## config.mk

```make
export PLATFORM = sky130hd
export DESIGN_NAME = cpfa_arbiter
export DESIGN_NICKNAME = d
export VERILOG_FILES = /design/src/hw/cpfa_pkg.sv /design/src/hw/cpfa_arbiter.sv
export SDC_FILE = /design/constraint.sdc
export NUM_CORES = 1
export LEC_CHECK = 0
export BUFFER_PORTS_ARGS = -buffer_cell sky130_fd_sc_hd__buf_4
export CAP_MARGIN = 20
export CORE_MARGIN = 2
export CORE_UTILIZATION = 35
export DETAILED_ROUTE_END_ITERATION = 12
export PLACE_DENSITY = 0.63
export REMOVE_ABC_BUFFERS = 1
export SLEW_MARGIN = 10
export SYNTH_ARGS = -nofsm -noshare
export SYNTH_HDL_FRONTEND = slang
export SYNTH_SLANG_ARGS = --single-unit
```

## constraint.sdc

```tcl
create_clock -name aclk -period 4 [get_ports aclk]
set_clock_uncertainty 0.05 [all_clocks]
set_input_delay 0.2 -clock aclk [delete_from_list [all_inputs] [get_ports aclk]]
set_output_delay 0.2 -clock aclk [all_outputs]
set_load 0.01 [all_outputs]
```

## src/hw/cpfa_pkg.sv

```systemverilog
// Package of constants and carrier types for the cell protection arbiter
package cpfa_pkg;
   // Clock rate and counter geometry
   localparam int CLK_MHZ = 250;
   localparam int CNT_W = 20;
   localparam int SHORT_SHIFT = 8;
   // Charger over-voltage return time, typical, in microseconds
   localparam int COV_RET_US = 1500;
   localparam int COV_RET_CYC = COV_RET_US * CLK_MHZ;
   // Detection time for charger over-voltage, internally fixed, in cycles
   localparam int COV_DET_CYC = 4000;
   // Counter-derived delays in cycles, plain defaults
   localparam int OC_DET_CYC = 4000;
   localparam int OC_RET_CYC = 1000;
   localparam int OD_DET_CYC = 2000;
   localparam int OD_RET_CYC = 1000;
   localparam int CUR_DET_CYC = 1000;
   localparam int CUR_RET_CYC = 1000;
   localparam int SC_DET_CYC = 64;
   // Channel indices of the detection engines
   localparam int CH_OC = 0;
   localparam int CH_OD = 1;
   localparam int CH_CUR = 2;
   localparam int CH_SC = 3;
   localparam int CH_COV = 4;
   localparam int N_CH = 5;
   // Register byte addresses
   localparam logic [3:0] ADDR_CTRL = 4'h0;
   localparam logic [3:0] ADDR_STATUS = 4'h4;
   // Field positions
   localparam int CTRL_SHORT_BIT = 0;
   localparam int ST_CHG_BIT = 5;
   localparam int ST_DIS_BIT = 6;
   localparam int ST_PUP_BIT = 7;
   localparam int ST_PDN_BIT = 8;
   localparam int ST_STBY_BIT = 9;
   localparam int ST_SHORT_BIT = 10;
   localparam int ST_AFTER_OC_BIT = 11;
   // Reset values and bus responses
   localparam logic [31:0] CTRL_RST = 32'h0000_0000;
   localparam logic [1:0] RESP_OKAY = 2'h0;
   localparam logic [1:0] RESP_SLVERR = 2'h2;

   // Comparator flags as they arrive from the analog front end
   typedef struct packed {
      logic shorten;  // Delay-shorten pin, high when tied to supply
      logic zero_v;   // 0V cell charging allowed
      logic cov;      // Charger over-voltage
      logic sc;       // Short circuit
      logic cur;      // Over-current
      logic od;       // Over-discharge
      logic oc;       // Over-charge
   } cpfa_flags_t;

   // Gate and return-pull levels driven toward the power stage
   typedef struct packed {
      logic standby;
      logic pull_down;  // Charger-minus node to negative supply
      logic pull_up;    // Charger-minus node to positive supply
      logic dis_gate;
      logic chg_gate;
   } cpfa_drive_t;
endpackage

```

## src/hw/cpfa_arbiter.sv

```systemverilog
// Cell protection fault arbiter with AXI4-Lite status and control
//
// Our own choices: the placing of the registers and register access over AXI4-Lite.
`timescale 1ns/1ps
`default_nettype none
module cpfa_arbiter #(
   parameter int OC_DET = cpfa_pkg::OC_DET_CYC,
   parameter int OC_RET = cpfa_pkg::OC_RET_CYC,
   parameter int OD_DET = cpfa_pkg::OD_DET_CYC,
   parameter int OD_RET = cpfa_pkg::OD_RET_CYC,
   parameter int CUR_DET = cpfa_pkg::CUR_DET_CYC,
   parameter int CUR_RET = cpfa_pkg::CUR_RET_CYC,
   parameter int SC_DET = cpfa_pkg::SC_DET_CYC,
   parameter int COV_DET = cpfa_pkg::COV_DET_CYC,
   parameter int COV_RET = cpfa_pkg::COV_RET_CYC
) (
   input wire logic aclk,
   input wire logic aresetn,
   input wire cpfa_pkg::cpfa_flags_t flags_async,
   output cpfa_pkg::cpfa_drive_t drive,
   input wire logic [3:0] s_axi_awaddr,
   input wire logic s_axi_awvalid,
   output logic s_axi_awready,
   input wire logic [31:0] s_axi_wdata,
   input wire logic [3:0] s_axi_wstrb,
   input wire logic s_axi_wvalid,
   output logic s_axi_wready,
   output logic [1:0] s_axi_bresp,
   output logic s_axi_bvalid,
   input wire logic s_axi_bready,
   input wire logic [3:0] s_axi_araddr,
   input wire logic s_axi_arvalid,
   output logic s_axi_arready,
   output logic [31:0] s_axi_rdata,
   output logic [1:0] s_axi_rresp,
   output logic s_axi_rvalid,
   input wire logic s_axi_rready
);
   localparam int NF = $bits(cpfa_pkg::cpfa_flags_t);
   localparam int N = cpfa_pkg::N_CH;
   localparam int W = cpfa_pkg::CNT_W;

   // Terminal counts per channel; charger over-voltage is never shortened
   localparam int DET_TC [N] = '{OC_DET, OD_DET, CUR_DET, SC_DET, COV_DET};
   localparam int RET_TC [N] = '{OC_RET, OD_RET, CUR_RET, 1, COV_RET};
   localparam logic [N-1:0] SHORTABLE = 5'h0f;

   logic [NF-1:0] meta_reg, meta_next;
   logic [NF-1:0] sync_reg, sync_next;
   cpfa_pkg::cpfa_flags_t f;
   logic [31:0] ctrl_reg, ctrl_next;
   logic shorten;
   logic [N-1:0] det_cond, ret_cond, det_vec;
   logic after_oc_reg, after_oc_next;
   cpfa_pkg::cpfa_drive_t drive_reg, drive_next;

   // Two-stage synchroniser for every comparator flag and the pin
   // synchronise flags
   always_comb begin
      meta_next = flags_async;
      sync_next = meta_reg;
   end
   always_ff @(posedge aclk) begin
      if (!aresetn) begin
         meta_reg <= '0;
         sync_reg <= '0;
      end else begin
         meta_reg <= meta_next;
         sync_reg <= sync_next;
      end
   end
   assign f = cpfa_pkg::cpfa_flags_t'(sync_reg);

   assign shorten = f.shorten | ctrl_reg[cpfa_pkg::CTRL_SHORT_BIT];

   // Arbitration of which engines may count detection or return
   always_comb begin
      det_cond = '0;
      ret_cond = '0;
      det_cond[cpfa_pkg::CH_OC] = f.oc;
      det_cond[cpfa_pkg::CH_OD] = f.od & ~(f.oc & ~det_vec[cpfa_pkg::CH_OC]);
      det_cond[cpfa_pkg::CH_CUR] = f.cur & ~det_vec[cpfa_pkg::CH_OC]
         & ~det_vec[cpfa_pkg::CH_OD];
      det_cond[cpfa_pkg::CH_SC] = f.sc;
      det_cond[cpfa_pkg::CH_COV] = f.cov & drive_reg.dis_gate;
      ret_cond[cpfa_pkg::CH_OC] = ~f.oc;
      ret_cond[cpfa_pkg::CH_OD] = ~f.od;
      ret_cond[cpfa_pkg::CH_CUR] = ~f.cur & ~f.sc;
      ret_cond[cpfa_pkg::CH_SC] = ~f.sc & ~f.cur;
      ret_cond[cpfa_pkg::CH_COV] = ~f.cov;
   end

   // One timer engine per detection channel
   genvar gi;
   generate
      for (gi = 0; gi < N; gi = gi + 1) begin : g_ch
         logic [W-1:0] cnt_reg, cnt_next;
         logic det_reg, det_next;
         logic [W-1:0] tc_det, tc_ret;
         always_comb begin
            tc_det = W'(DET_TC[gi]);
            tc_ret = W'(RET_TC[gi]);
            if (shorten && SHORTABLE[gi]) begin
               tc_det = tc_det >> cpfa_pkg::SHORT_SHIFT;
               tc_ret = tc_ret >> cpfa_pkg::SHORT_SHIFT;
            end
            if (tc_det == '0) tc_det = W'(1);
            if (tc_ret == '0) tc_ret = W'(1);
         end
         // Count while the condition holds; any drop restarts the wait
         always_comb begin
            cnt_next = '0;
            det_next = det_reg;
            if (!det_reg) begin
               if (det_cond[gi]) begin
                  if (cnt_reg >= tc_det - W'(1)) det_next = 1'b1;
                  else cnt_next = cnt_reg + W'(1);
               end
            end else if (ret_cond[gi]) begin
               if (cnt_reg >= tc_ret - W'(1)) det_next = 1'b0;
               else cnt_next = cnt_reg + W'(1);
            end
         end
         always_ff @(posedge aclk) begin
            if (!aresetn) begin
               cnt_reg <= '0;
               det_reg <= 1'b0;
            end else begin
               cnt_reg <= cnt_next;
               det_reg <= det_next;
            end
         end
         assign det_vec[gi] = det_reg;
      end
   endgenerate

   // Gate, pull and standby levels, registered so outputs are clean
   always_comb begin
      logic od_d, dis_fault;
      od_d = det_vec[cpfa_pkg::CH_OD];
      dis_fault = od_d | det_vec[cpfa_pkg::CH_CUR] | det_vec[cpfa_pkg::CH_SC];
      after_oc_next = after_oc_reg;
      // Remember whether over-discharge completed under over-charge
      if (!od_d) after_oc_next = 1'b0;
      else if (!drive_reg.pull_up) after_oc_next = det_vec[cpfa_pkg::CH_OC];
      drive_next.dis_gate = ~dis_fault;
      drive_next.chg_gate = ~(det_vec[cpfa_pkg::CH_OC]
         | det_vec[cpfa_pkg::CH_COV]) | f.zero_v;
      drive_next.pull_up = od_d;
      drive_next.pull_down = ~od_d
         & (det_vec[cpfa_pkg::CH_CUR] | det_vec[cpfa_pkg::CH_SC]);
      drive_next.standby = od_d & ~after_oc_next;
   end
   always_ff @(posedge aclk) begin
      if (!aresetn) begin
         after_oc_reg <= 1'b0;
         drive_reg <= cpfa_pkg::cpfa_drive_t'(5'h03);
      end else begin
         after_oc_reg <= after_oc_next;
         drive_reg <= drive_next;
      end
   end
   assign drive = drive_reg;

   // AXI4-Lite slave: address and data taken in either order
   logic aw_hold_reg, aw_hold_next, w_hold_reg, w_hold_next;
   logic [3:0] waddr_reg, waddr_next;
   logic [31:0] wdata_reg, wdata_next;
   logic [3:0] wstrb_reg, wstrb_next;
   logic awready_reg, awready_next, wready_reg, wready_next;
   logic bvalid_reg, bvalid_next, arready_reg, arready_next;
   logic rvalid_reg, rvalid_next;
   logic [1:0] bresp_reg, bresp_next, rresp_reg, rresp_next;
   logic [31:0] rdata_reg, rdata_next, status;

   // Status word built from live block state
   always_comb begin
      status = '0;
      status[N-1:0] = det_vec;
      status[cpfa_pkg::ST_CHG_BIT] = drive_reg.chg_gate;
      status[cpfa_pkg::ST_DIS_BIT] = drive_reg.dis_gate;
      status[cpfa_pkg::ST_PUP_BIT] = drive_reg.pull_up;
      status[cpfa_pkg::ST_PDN_BIT] = drive_reg.pull_down;
      status[cpfa_pkg::ST_STBY_BIT] = drive_reg.standby;
      status[cpfa_pkg::ST_SHORT_BIT] = shorten;
      status[cpfa_pkg::ST_AFTER_OC_BIT] = after_oc_reg;
   end

   always_comb begin
      aw_hold_next = aw_hold_reg;
      w_hold_next = w_hold_reg;
      waddr_next = waddr_reg;
      wdata_next = wdata_reg;
      wstrb_next = wstrb_reg;
      bvalid_next = bvalid_reg;
      bresp_next = bresp_reg;
      ctrl_next = ctrl_reg;
      rvalid_next = rvalid_reg;
      rresp_next = rresp_reg;
      rdata_next = rdata_reg;
      if (s_axi_awvalid && awready_reg) begin
         aw_hold_next = 1'b1;
         waddr_next = s_axi_awaddr;
      end
      if (s_axi_wvalid && wready_reg) begin
         w_hold_next = 1'b1;
         wdata_next = s_axi_wdata;
         wstrb_next = s_axi_wstrb;
      end
      if (bvalid_reg && s_axi_bready) bvalid_next = 1'b0;
      // Commit once both halves are held and no response is pending
      if (aw_hold_reg && w_hold_reg && !bvalid_reg) begin
         aw_hold_next = 1'b0;
         w_hold_next = 1'b0;
         bvalid_next = 1'b1;
         bresp_next = cpfa_pkg::RESP_OKAY;
         if (waddr_reg[3:2] == cpfa_pkg::ADDR_CTRL[3:2]) begin
            for (int b = 0; b < 4; b++) begin
               if (wstrb_reg[b]) ctrl_next[8*b +: 8] = wdata_reg[8*b +: 8];
            end
         end else if (waddr_reg[3:2] != cpfa_pkg::ADDR_STATUS[3:2]) begin
            bresp_next = cpfa_pkg::RESP_SLVERR;
         end
      end
      // Only bit 0 of control is implemented; others read as zero
      ctrl_next[31:1] = '0;
      if (rvalid_reg && s_axi_rready) rvalid_next = 1'b0;
      if (s_axi_arvalid && arready_reg) begin
         rvalid_next = 1'b1;
         rresp_next = cpfa_pkg::RESP_OKAY;
         rdata_next = '0;
         if (s_axi_araddr[3:2] == cpfa_pkg::ADDR_CTRL[3:2]) begin
            rdata_next = ctrl_reg;
         end else if (s_axi_araddr[3:2] == cpfa_pkg::ADDR_STATUS[3:2]) begin
            rdata_next = status;
         end else begin
            rresp_next = cpfa_pkg::RESP_SLVERR;
         end
      end
      // Ready drops while a half is held so payloads are never overwritten
      awready_next = ~aw_hold_next & ~bvalid_next;
      wready_next = ~w_hold_next & ~bvalid_next;
      arready_next = ~rvalid_next;
   end

   always_ff @(posedge aclk) begin
      if (!aresetn) begin
         aw_hold_reg <= 1'b0;
         w_hold_reg <= 1'b0;
         waddr_reg <= '0;
         wdata_reg <= '0;
         wstrb_reg <= '0;
         awready_reg <= 1'b0;
         wready_reg <= 1'b0;
         bvalid_reg <= 1'b0;
         bresp_reg <= cpfa_pkg::RESP_OKAY;
         ctrl_reg <= cpfa_pkg::CTRL_RST;
         arready_reg <= 1'b0;
         rvalid_reg <= 1'b0;
         rresp_reg <= cpfa_pkg::RESP_OKAY;
         rdata_reg <= '0;
      end else begin
         aw_hold_reg <= aw_hold_next;
         w_hold_reg <= w_hold_next;
         waddr_reg <= waddr_next;
         wdata_reg <= wdata_next;
         wstrb_reg <= wstrb_next;
         awready_reg <= awready_next;
         wready_reg <= wready_next;
         bvalid_reg <= bvalid_next;
         bresp_reg <= bresp_next;
         ctrl_reg <= ctrl_next;
         arready_reg <= arready_next;
         rvalid_reg <= rvalid_next;
         rresp_reg <= rresp_next;
         rdata_reg <= rdata_next;
      end
   end

   assign s_axi_awready = awready_reg;
   assign s_axi_wready = wready_reg;
   assign s_axi_bvalid = bvalid_reg;
   assign s_axi_bresp = bresp_reg;
   assign s_axi_arready = arready_reg;
   assign s_axi_rvalid = rvalid_reg;
   assign s_axi_rresp = rresp_reg;
   assign s_axi_rdata = rdata_reg;
endmodule
`default_nettype wire

```

==> results.sh, run 1 <==
export IMPL_wire_per_inst_um=12.2
export IMPL_synth_adder_area_share_pct=6.54
export IMPL_hpwl_um=7940
export IMPL_clock_insertion_delay_worst_skew_ns=0.42
export IMPL_crit_slowest_cell="or4_1"
export IMPL_crit_path_max_incr_delay_ns=0.72
export IMPL_ctsHtreeMaxLevel=4
export IMPL_post_dp_cell_area_um2=6690
export IMPL_grt_pass1_wl_um=19700
export IMPL_floorplan_initialDensity_pct=35.5
export IMPL_final_critical_path_setup_slack_ns=0.906
export IMPL_tightestPinTransition_ns=1.02
export IMPL_fin_tns_setup_ns=0
export IMPL_placement_setup_worst_slack_ns=0.632
export IMPL_yosysTopAreaCell="dfxtp_1"
export IMPL_die_height_um=136
export IMPL_portBuffers=43
export IMPL_cellPowerDensity_nw_per_um2=439
export IMPL_critical_path_start_end_classification="reg -> reg"
export IMPL_combinational_family_with_the_most_area_after_synthesis="simple AND/OR/NAND/NOR gates"
export IMPL_seq_power_share_pct=48.3
export IMPL_worstHoldPathType="in -> reg"
export IMPL_power_ir_vdd_worst_mv=0.301
export IMPL_setup_worst_path_end_class="flip-flop"
export IMPL_power_share_combinational_pct=3.4
export IMPL_layout_nets=809
export IMPL_ctsRootBufferMaster="clkbuf_16"
export IMPL_drt_total_wl_um=11700
export IMPL_area_growth_syn_to_layout_pct=21.3
export IMPL_syn_avg_cell_area_um2=9.71
export IMPL_synth_mux_area_share_pct=0.823
export IMPL_synth_simple_gate_area_share_pct=21.1
export IMPL_ctsResizeCount=0
export IMPL_mappedNetlistArea_um2=6080
export IMPL_design_portCount=104
export IMPL_max_capacitance_violation_total=0
export IMPL_async_reset_ff_share_pct=0
export IMPL_grt_max_degree=54
export IMPL_slew_headroom_pct=31.9
export IMPL_via_count=4484
export IMPL_synth_lib_cells_used_distinct=53
export IMPL_synth_xor_area_share_pct=7.35
export IMPL_ratio_of_cells_with_drive_above_1_in_the_final_layout_pct=10.9
export IMPL_instances_no_fill=958
export IMPL_drc=0
export IMPL_outcome="finished clean"
export IMPL_die_outline_area_um2=18400
export IMPL_crit_path_cell_trace="or2_2 -> ha_1 -> and3b_1 -> and4_1 -> nor4bb_1 -> or4_1 -> a21boi_0"
export IMPL_tritoncts="built"
export IMPL_layout_cell_area_non_filler_um2=7370
export IMPL_drt_initial_drc_count=208
export IMPL_timing_hold_worst_path_depth=3
export IMPL_synth_area_leaders="dfxtp_1 50%, ha_1 6.4%, xor2_1 4.0%"
export IMPL_crit_fanout=28
export IMPL_timing_final_setup_violations=0
export IMPL_largest_register_ff_count=100
export IMPL_synth_warning_count=0
export IMPL_global_route_overflow_total=0
export IMPL_placed_instances=916
export IMPL_utilization_pct=43.1
export IMPL_critPathArrivalTime_ns=3.38
export IMPL_post_route_period_util_pct=77.3
export IMPL_internal_power_mw=2.54
export IMPL_drt_pass1_iter_count=4
export IMPL_max_clock_freq_ghz=0.323
export IMPL_numClockSinks=151
export IMPL_finalPower_mw=3.23
export IMPL_timing_reg2reg_worst_path_depth=7
export IMPL_num_antenna_cells=0
export IMPL_grt_util_all_layers_pct=13.5
export IMPL_dieWidth_um=136
export IMPL_finalHoldViolations=0
export IMPL_cell_count_after_synthesis=626
export IMPL_clock_power_share_pct=48.3
export IMPL_grt_pass1_vias=4199
export IMPL_swShare_pct=21.4
export IMPL_startpoint_type="flip-flop"
export IMPL_fin_worst_hold_slack_ns=0.0206
export IMPL_initial_antenna_violation_count=0
export IMPL_critical_path_required_ns=4.29
export IMPL_yosysMostFrequentCell="dfxtp_1"
export IMPL_clk_path_buf_depth=2
export IMPL_drt_antenna_violating_nets=0
export IMPL_synth_main_ff_cell="dfxtp_1"
export IMPL_synth_area_in_compound_gates_pct=10.3
export IMPL_rows=48
export IMPL_synth_edf_count=0
export IMPL_synth_top_cells_by_count="151 x dfxtp_1, 52 x nor2_1, 41 x a21oi_1"
export IMPL_static_leakage_power_nw=2.90
export IMPL_final_min_clock_period_ns=3.09
export IMPL_synth_seq_area_share_pct=49.7
export IMPL_cts_made_buffers=17
export IMPL_core_area_um2=17100
export IMPL_final_max_slew_viol_count=0
export IMPL_avgViaCountPerCell=4.68
export IMPL_worst_setup_hold_path_clk_slew_ns=0.06
export IMPL_p_switching_mw=0.691
export IMPL_synth_largest_type_area_fraction_pct=49.7
export IMPL_postSynthRegisterBits=151
export IMPL_place_congestion=0.823
export IMPL_setup_repair_after_global_routing_missed_its_margin="false"
## layout make-up
cell class | count | area [um2]
multi-input cells | 490 | 3030
clock buffers | 21 | 460
flip-flops and latches | 151 | 3020
inverters | 6 | 22.5
repair buffers | 54 | 428
clock inverters | 11 | 124
well taps | 225 | 282
fillers | 1699 | 9740
## cell usage in the layout (no fill, tap or decap), drive strengths merged, types with 5 or more instances in the layout
cell           n
a21boi        11
nor3          10
clkbuf        21
and4           5
o21ai         10
nor4          18
inv            7
nor2b         16
nand4         11
nor2          52
conb          60
and3          16
xnor2         23
buf           45
clkinv         5
nand3         38
a22oi         10
and2          16
xor2          28
ha            31
dfxtp        151
mux2i          5
dlygate4sd3    9
nand2         40
a21oi         41
## power by group through the flow
stage / combinational, mW / sequential, mW / clock [mW]
final: 0.110 / 1.56 / 1.56
after global placement: 0.101 / 1.60 / 0
after floorplan: 0.0550 / 1.59 / 0
after detailed placement: 0.102 / 1.60 / 0
after CTS: 0.110 / 1.56 / 1.61
after global routing: 0.125 / 1.57 / 1.66
## final timing paths
path / slack, ns / end / start
max: 0.91 / g_ch[1].cnt_reg[1] / f[6]
min: 0.02 / s_axi_rresp[1] / s_axi_arvalid
max reg2reg: 0.91 / g_ch[1].cnt_reg[1] / f[6]
min reg2reg: 0.38 / f[0] / meta_reg[0]
## cells by family (layout without fill, tap and decap cells)
kind of cell               Yosys count  count (layout)
AOI/OAI and AO/OA                   98              98
other                                1              60
xor gates and xnor gates            51              51
and+or+nand+nor                    244             244
DFF                                151             151
adders and majority gates           32              32
muxes                                5               5
buffers and inverters               44              92
## what timing repair did
item / CTS / global route
endpoints found under the hold margin: 9 / 0
hold buffers: 9 / 0
setup buffers: 0 / 0
## metal layers
| metal | part of all wire (%) | vias up | routed length, um | GRT usage, % |
|---|---|---|---|---|
| met2 | 44 | 96 | 5140 | 21.1 |
| li1 | - | 2329 | - | - |
| met5 | 0 | - | 0 | 0 |
| met3 | 4.8 | 14 | 561 | 4.00 |
| met4 | 1.4 | 0 | 170 | 5.21 |
| met1 | 50 | 2045 | 5860 | 17.7 |
## worst max-delay path, delay by kind of cell (launching register included)
| kind | cells | cell delay, ns |
|---|---|---|
| AO/OA/AOI/OAI | 1 | 0.24 |
| adder cells (fa/ha/maj) | 1 | 0.39 |
| flip-flops | 1 | 0.48 |
| AND/OR/NAND/NOR | 5 | 1.85 |
Note: power is estimated with default switching activity, not from simulation.
==> run 2, diff against run 1 <==
ABC_AREA = 1   (was unset)
clock period = 3 ns   (was 4 ns; I/O delays follow)
==> run 2 against run 1 <==
- clock power up 31%
- critical path depth up 2
- global-route usage down 0.24 points
- the run now ends with DRC left
- combinational power up 56%
- sequential share of layout area down 2.2 points
- cell area up 5.8%
- critical endpoint unchanged
- sequential cell count unchanged
- utilization about the same
- cell count up 22%
- register-to-register slack worse by 0.27 ns
==> results.sh, run 2 <==
export IMPL_outcome="finished, violations left"
export IMPL_failed_checks="DRC"
export IMPL_area_growth_syn_to_layout_pct=20.3
export IMPL_crit_fanout=21
export IMPL_yosysTopAreaCell="dfxtp_1"
export IMPL_cpMostUsedCell="a21oi_1"
export IMPL_critical_path_start_end_classification="reg -> reg"
export IMPL_cp_num_buf_inv=2
export IMPL_worstHoldPathType="in -> reg"
export IMPL_startpoint_type="flip-flop"
export IMPL_crit_slowest_cell="nand3_1"
export IMPL_cts_made_buffers=17
export IMPL_via_count=4988
export IMPL_clock_power_share_pct=47.6
export IMPL_ctsHtreeMaxLevel=4
export IMPL_crit_path_max_incr_delay_ns=0.42
export IMPL_clock_insertion_delay_worst_skew_ns=0.42
export IMPL_grt_pass1_vias=4630
export IMPL_synth_warning_count=0
export IMPL_initial_antenna_violation_count=0
export IMPL_final_max_slew_viol_count=0
export IMPL_max_capacitance_violation_total=0
export IMPL_place_congestion=0.783
export IMPL_largest_register_ff_count=100
export IMPL_timing_critical_path_max_delay_family="simple AND/OR/NAND/NOR gates"
export IMPL_critPathArrivalTime_ns=2.65
export IMPL_ctsRootBufferMaster="clkbuf_16"
export IMPL_synth_top_cells_by_count="160 x nand2_1, 151 x dfxtp_1, 148 x nor2_1"
export IMPL_instances_no_fill=1168
export IMPL_seq_power_share_pct=48.4
export IMPL_drt_initial_drc_count=266
export IMPL_async_reset_ff_share_pct=0
export IMPL_drt_antenna_violating_nets=0
export IMPL_setup_worst_path_end_class="flip-flop"
export IMPL_cts_setup_buffers=0
export IMPL_critical_path_required_ns=3.29
export IMPL_max_clock_freq_ghz=0.422
export IMPL_slew_headroom_pct=61.1
export IMPL_finalPower_mw=4.30
export IMPL_finalHoldViolations=0
export IMPL_synth_main_ff_cell="dfxtp_1"
export IMPL_grt_pass1_wl_um=21100
export IMPL_drt_pass1_iter_count=8
export IMPL_placed_instances=1123
export IMPL_grt_util_all_layers_pct=13.3
export IMPL_tightestPinTransition_ns=0.582
export IMPL_floorplan_initialDensity_pct=35.8
export IMPL_cell_count_after_synthesis=824
export IMPL_clk_path_buf_depth=2
export IMPL_internal_power_mw=3.37
export IMPL_utilization_pct=43.1
export IMPL_dieWidth_um=140
export IMPL_fin_tns_setup_ns=0
export IMPL_drc=4
export IMPL_core_area_um2=18100
export IMPL_synth_edf_count=0
export IMPL_post_route_period_util_pct=78.9
export IMPL_portBuffers=43
export IMPL_numClockSinks=151
export IMPL_syn_avg_cell_area_um2=7.86
export IMPL_power_ir_vdd_worst_mv=0.347
export IMPL_grt_max_degree=32
export IMPL_fin_worst_hold_slack_ns=0.0192
export IMPL_hpwl_um=8610
export IMPL_wire_per_inst_um=10.4
export IMPL_ratio_of_cells_with_drive_above_1_in_the_final_layout_pct=9.37
export IMPL_worst_setup_hold_path_clk_slew_ns=0.06
export IMPL_mappedNetlistArea_um2=6480
export IMPL_setup_repair_after_global_routing_missed_its_margin="false"
export IMPL_tritoncts="built"
export IMPL_yosysMostFrequentCell="nand2_1"
export IMPL_timing_final_setup_violations=0
export IMPL_layout_nets=1016
export IMPL_mostFrequentLayoutCell="nand2_1"
export IMPL_synth_largest_type_area_fraction_pct=46.6
export IMPL_crit_path_cell_trace="inv_1 -> nand2_1 -> buf_4 -> ha_1 -> a21oi_1 -> a21oi_1 -> nor2_1 -> nand3_1 -> a21boi_0"
export IMPL_final_min_clock_period_ns=2.37
export IMPL_static_leakage_power_nw=3.45
export IMPL_synth_lib_cells_used_distinct=43
export IMPL_drt_total_wl_um=12100
export IMPL_design_portCount=104
export IMPL_avgViaCountPerCell=4.27
export IMPL_die_outline_area_um2=19600
export IMPL_synth_seq_area_share_pct=46.6
export IMPL_postSynthRegisterBits=151
export IMPL_power_share_combinational_pct=4.0
export IMPL_rows=49
export IMPL_global_route_overflow_total=0
export IMPL_swShare_pct=21.6
export IMPL_layout_common_cells="160 x nand2_1, 151 x dfxtp_1, 148 x nor2_1, 91 x inv_1, 60 x conb_1"
export IMPL_num_antenna_cells=0
export IMPL_cellPowerDensity_nw_per_um2=552
export IMPL_synth_area_leaders="dfxtp_1 47%, nand2_1 9.3%, nor2_1 8.6%"
export IMPL_p_switching_mw=0.930
export IMPL_die_height_um=140
export IMPL_filler_cell_count=1784
run 2: cell types whose count changed in the layout (fill, tap and decap cells not counted), moves of 14 or more:
cell / before / now
nand2_1: 40 / 160
nor2_1: 52 / 148
inv_1: 6 / 91
nor4_1: 18 / 0
and2_1: 16 / 0
nor2b_1: 16 / 1
and3_1: 16 / 2
o21ai_0: 10 / 24
run 2: cells by family (layout without fill, tap and decap cells):
logic type      Yosys count  count (layout)  share of synthesized area [%]
compound gates           75              75                           6.31
other cells               1              60                         0.0579
simple gates            398             398                           26.3
fa+ha+maj                31              31                           5.99
xor+xnor                 41              41                           5.54
flops                   151             151                           46.6
buf+inv                 127             183                           9.17
run 2: worst paths after layout:
path	startpoint	to	slack [ns]	depth (start not counted)
setup / recovery	ctrl_reg[0]	g_ch[1].cnt_reg[1]	0.63	9
hold / removal	s_axi_awvalid	waddr_reg[2]	0.02	3
setup reg to reg	ctrl_reg[0]	g_ch[1].cnt_reg[1]	0.63	9
hold reg to reg	meta_reg[3]	f[3]	0.36	2
run 2: repair_timing:
action / CTS / global route
endpoints found under the hold margin: 16 / 0
hold buffers: 14 / 0
endpoints found under the setup margin: 0 / 0
gates resized for setup: 0 / 0
run 2: worst register-to-register path, delay by kind of cell, from the launching register on:
kind	cells	cell delay, ns
adders and majority gates	1	0.30
AOI/OAI and AO/OA	3	0.62
buffers and inverters	2	0.34
DFF	1	0.33
and+or+nand+nor	3	0.65
run 2: through the flow:
step                setup slack, ns  instance area (um2)
floorplan                     0.663                 6450
global placement              0.737                 7080
detailed placement            0.642                 7080
CTS                           0.613                 7800
global route                  0.361                 7800
finish                        0.633                 7800
run 2: layout make-up:
cell class                      instances  area (um2)  area share [%]
Multi-Input combinational cell        605        3080            39.6
Sequential cell                       151        3020            38.8
Timing Repair Buffer                   60         485            6.23
Clock buffer                           20         447            5.73
Inverter                               92         345            4.43
Tap cell                              229         287            3.67
Clock inverter                         11         126            1.62
run 2: power by group through the flow:
stage	Combinational (mW)	Sequential [mW]	Clock [mW]
2_1_floorplan	0.0896	2.12	0
5_1_grt	0.197	2.09	2.20
6_report	0.172	2.08	2.05
4_1_cts	0.173	2.08	2.11
3_3_place_gp	0.157	2.12	0
3_5_place_dp	0.158	2.12	0
run 2: per-layer routing:
metal,vias up,GRT usage (%),share of wire [%]
li1,2737,-,-
met1,2170,17.2,49
met2,69,21.3,45
met3,12,3.79,4.1
met4,0,4.89,1.3
met5,-,0,0
==> run 3, diff against run 2 <==
clock period = 2.24 ns   (was 3 ns; I/O delays follow)
==> run 3 against run 2 <==
- sequential cell count unchanged
- largest power group is now clock
- combinational power rose by 40%
- worst setup slack worse by 0.45 ns
- critical path type unchanged
- sequential share of layout area decreased by 0.59 points
- total power up 36%
- first-iteration DRC count fell by 21%
- largest cell class unchanged
- worst hold slack better by 0.0038 ns
- the flow still finishes with violations (DRC)
- sequential power rose by 34%
- via count rose by 0.14%
- global-route usage is 0.34 points lower
==> results.sh, run 3 (same netlist as run 2, synthesis figures left out) <==
export IMPL_initial_antenna_violation_count=0
export IMPL_place_congestion=0.784
export IMPL_layout_common_cells="159 x nand2_1, 151 x dfxtp_1, 146 x nor2_1, 91 x inv_1, 60 x conb_1"
export IMPL_drt_initial_drc_count=211
export IMPL_timing_hold_worst_path_depth=4
export IMPL_clock_insertion_delay_worst_skew_ns=0.42
export IMPL_final_critical_path_setup_slack_ns=0.187
export IMPL_layout_nets=1024
export IMPL_largest_register_ff_count=100
export IMPL_drt_total_wl_um=12200
export IMPL_cellPowerDensity_nw_per_um2=737
export IMPL_timing_final_setup_violations=0
export IMPL_wire_per_inst_um=10.3
export IMPL_ratio_of_cells_with_drive_above_1_in_the_final_layout_pct=10.4
export IMPL_core_area_um2=18100
export IMPL_die_height_um=140
export IMPL_rows=49
export IMPL_setup_worst_path_end_class="flip-flop"
export IMPL_post_route_period_util_pct=91.6
export IMPL_static_leakage_power_nw=3.52
export IMPL_power_ir_vdd_worst_mv=0.465
export IMPL_drc=3
export IMPL_layout_cell_area_non_filler_um2=7920
export IMPL_num_antenna_cells=0
export IMPL_max_clock_freq_ghz=0.487
export IMPL_placement_setup_worst_slack_ns=0.0327
export IMPL_outcome="finished, violations left"
export IMPL_finalPower_mw=5.83
export IMPL_routed_wl_met3_um=381
export IMPL_routed_top_layer="met4"
export IMPL_design_portCount=104
export IMPL_final_max_slew_viol_count=0
export IMPL_die_outline_area_um2=19600
export IMPL_filler_cell_count=1767
export IMPL_global_route_overflow_total=0
export IMPL_grt_pass1_vias=4583
export IMPL_grt_pass1_wl_um=20500
export IMPL_final_min_clock_period_ns=2.05
export IMPL_worstHoldPathType="in -> reg"
export IMPL_mostFrequentLayoutCell="nand2_1"
export IMPL_failed_checks="DRC"
export IMPL_clk_path_buf_depth=2
export IMPL_hpwl_um=8600
export IMPL_wl_met1_um=6160
export IMPL_avgViaCountPerCell=4.25
export IMPL_critical_path_start_end_classification="reg -> reg"
export IMPL_setup_repair_after_global_routing_missed_its_margin="false"
export IMPL_numClockSinks=151
export IMPL_floorplan_initialDensity_pct=35.8
export IMPL_ctsRootBufferMaster="clkbuf_16"
export IMPL_dieWidth_um=140
export IMPL_drt_pass1_iter_count=10
export IMPL_cts_made_buffers=17
export IMPL_post_dp_cell_area_um2=7130
export IMPL_timing_reg2reg_worst_path_depth=12
export IMPL_ctsHtreeMaxLevel=4
export IMPL_portBuffers=43
export IMPL_regToRegSetupSlack_ns=0.19
export IMPL_drt_antenna_violating_nets=0
export IMPL_startpoint_type="flip-flop"
export IMPL_tritoncts="built"
export IMPL_grt_max_degree=31
export IMPL_grt_util_all_layers_pct=13.0
export IMPL_critical_path_required_ns=2.54
export IMPL_max_capacitance_violation_total=0
export IMPL_area_growth_syn_to_layout_pct=22.2
export IMPL_critPathArrivalTime_ns=2.36
export IMPL_via_count=4995
export IMPL_worst_setup_hold_path_clk_slew_ns=0.06
export IMPL_met2RoutedLength_um=5400
export IMPL_finalHoldViolations=0
export IMPL_crit_fanout=13
==> run 3: critical path, stage by stage (launching register included) <==
cell	delay, ns
dfxtp_1	0.31
inv_1	0.10
nand2_2	0.09
buf_4	0.19
ha_1	0.32
a21oi_2	0.16
and2_2	0.15
nand2_1	0.05
nor2_2	0.13
nand3_1	0.08
nand2_1	0.11
nand2_4	0.12
nor2_1	0.12
==> run 3: power breakdown <==
part | switching, mW | total [mW] | leakage [nW] | internal (mW)
registers | 0.0285 | 2.79 | 1.24 | 2.76
clock network | 1.03 | 2.80 | 0.287 | 1.77
logic | 0.137 | 0.240 | 1.99 | 0.103
total | 1.20 | 5.83 | 3.52 | 4.63
==> run 3: through the flow <==
stage          util (%)  hold WS, ns  TNS (ns)  cells
3_5_place_dp       39.4        0.248         0   1127
5_1_grt            43.8       0.0577         0   1175
2_1_floorplan         -        0.138     -1.51    848
4_1_cts            43.6       0.0129         0   1173
3_3_place_gp       39.4        0.251         0   1127
6_report           43.8       0.0231         0   1175
==> run 3: metal layers <==
| layer | global-route usage, % | vias up |
|---|---|---|
| li1 | - | 2743 |
| met1 | 16.3 | 2173 |
| met4 | 5.10 | 0 |
| met2 | 21.2 | 66 |
| met5 | 0 | - |
| met3 | 3.59 | 13 |
==> run 3: worst paths after layout <==
path	startpoint	to
min	s_axi_wvalid	wstrb_reg[0]
max	ctrl_reg[0]	g_ch[0].cnt_reg[5]
min reg2reg	meta_reg[4]	f[4]
max reg2reg	ctrl_reg[0]	g_ch[0].cnt_reg[5]
==> run 3: cell type report <==
cell class,instances,area [um2],area share (%)
inverters,92,345,4.36
multi-input cells,605,3100,39.2
well taps,229,287,3.62
clock inverters,7,93.8,1.19
flip-flops and latches,151,3020,38.2
repair buffers,68,571,7.21
clock buffers,23,498,6.29
==> run 3: timing repair <==
item,in CTS,in global routing
buffers inserted,0,2
hold buffers,16,0
hold endpoints to repair,16,0
resized for setup,0,7
setup endpoints to repair,0,43
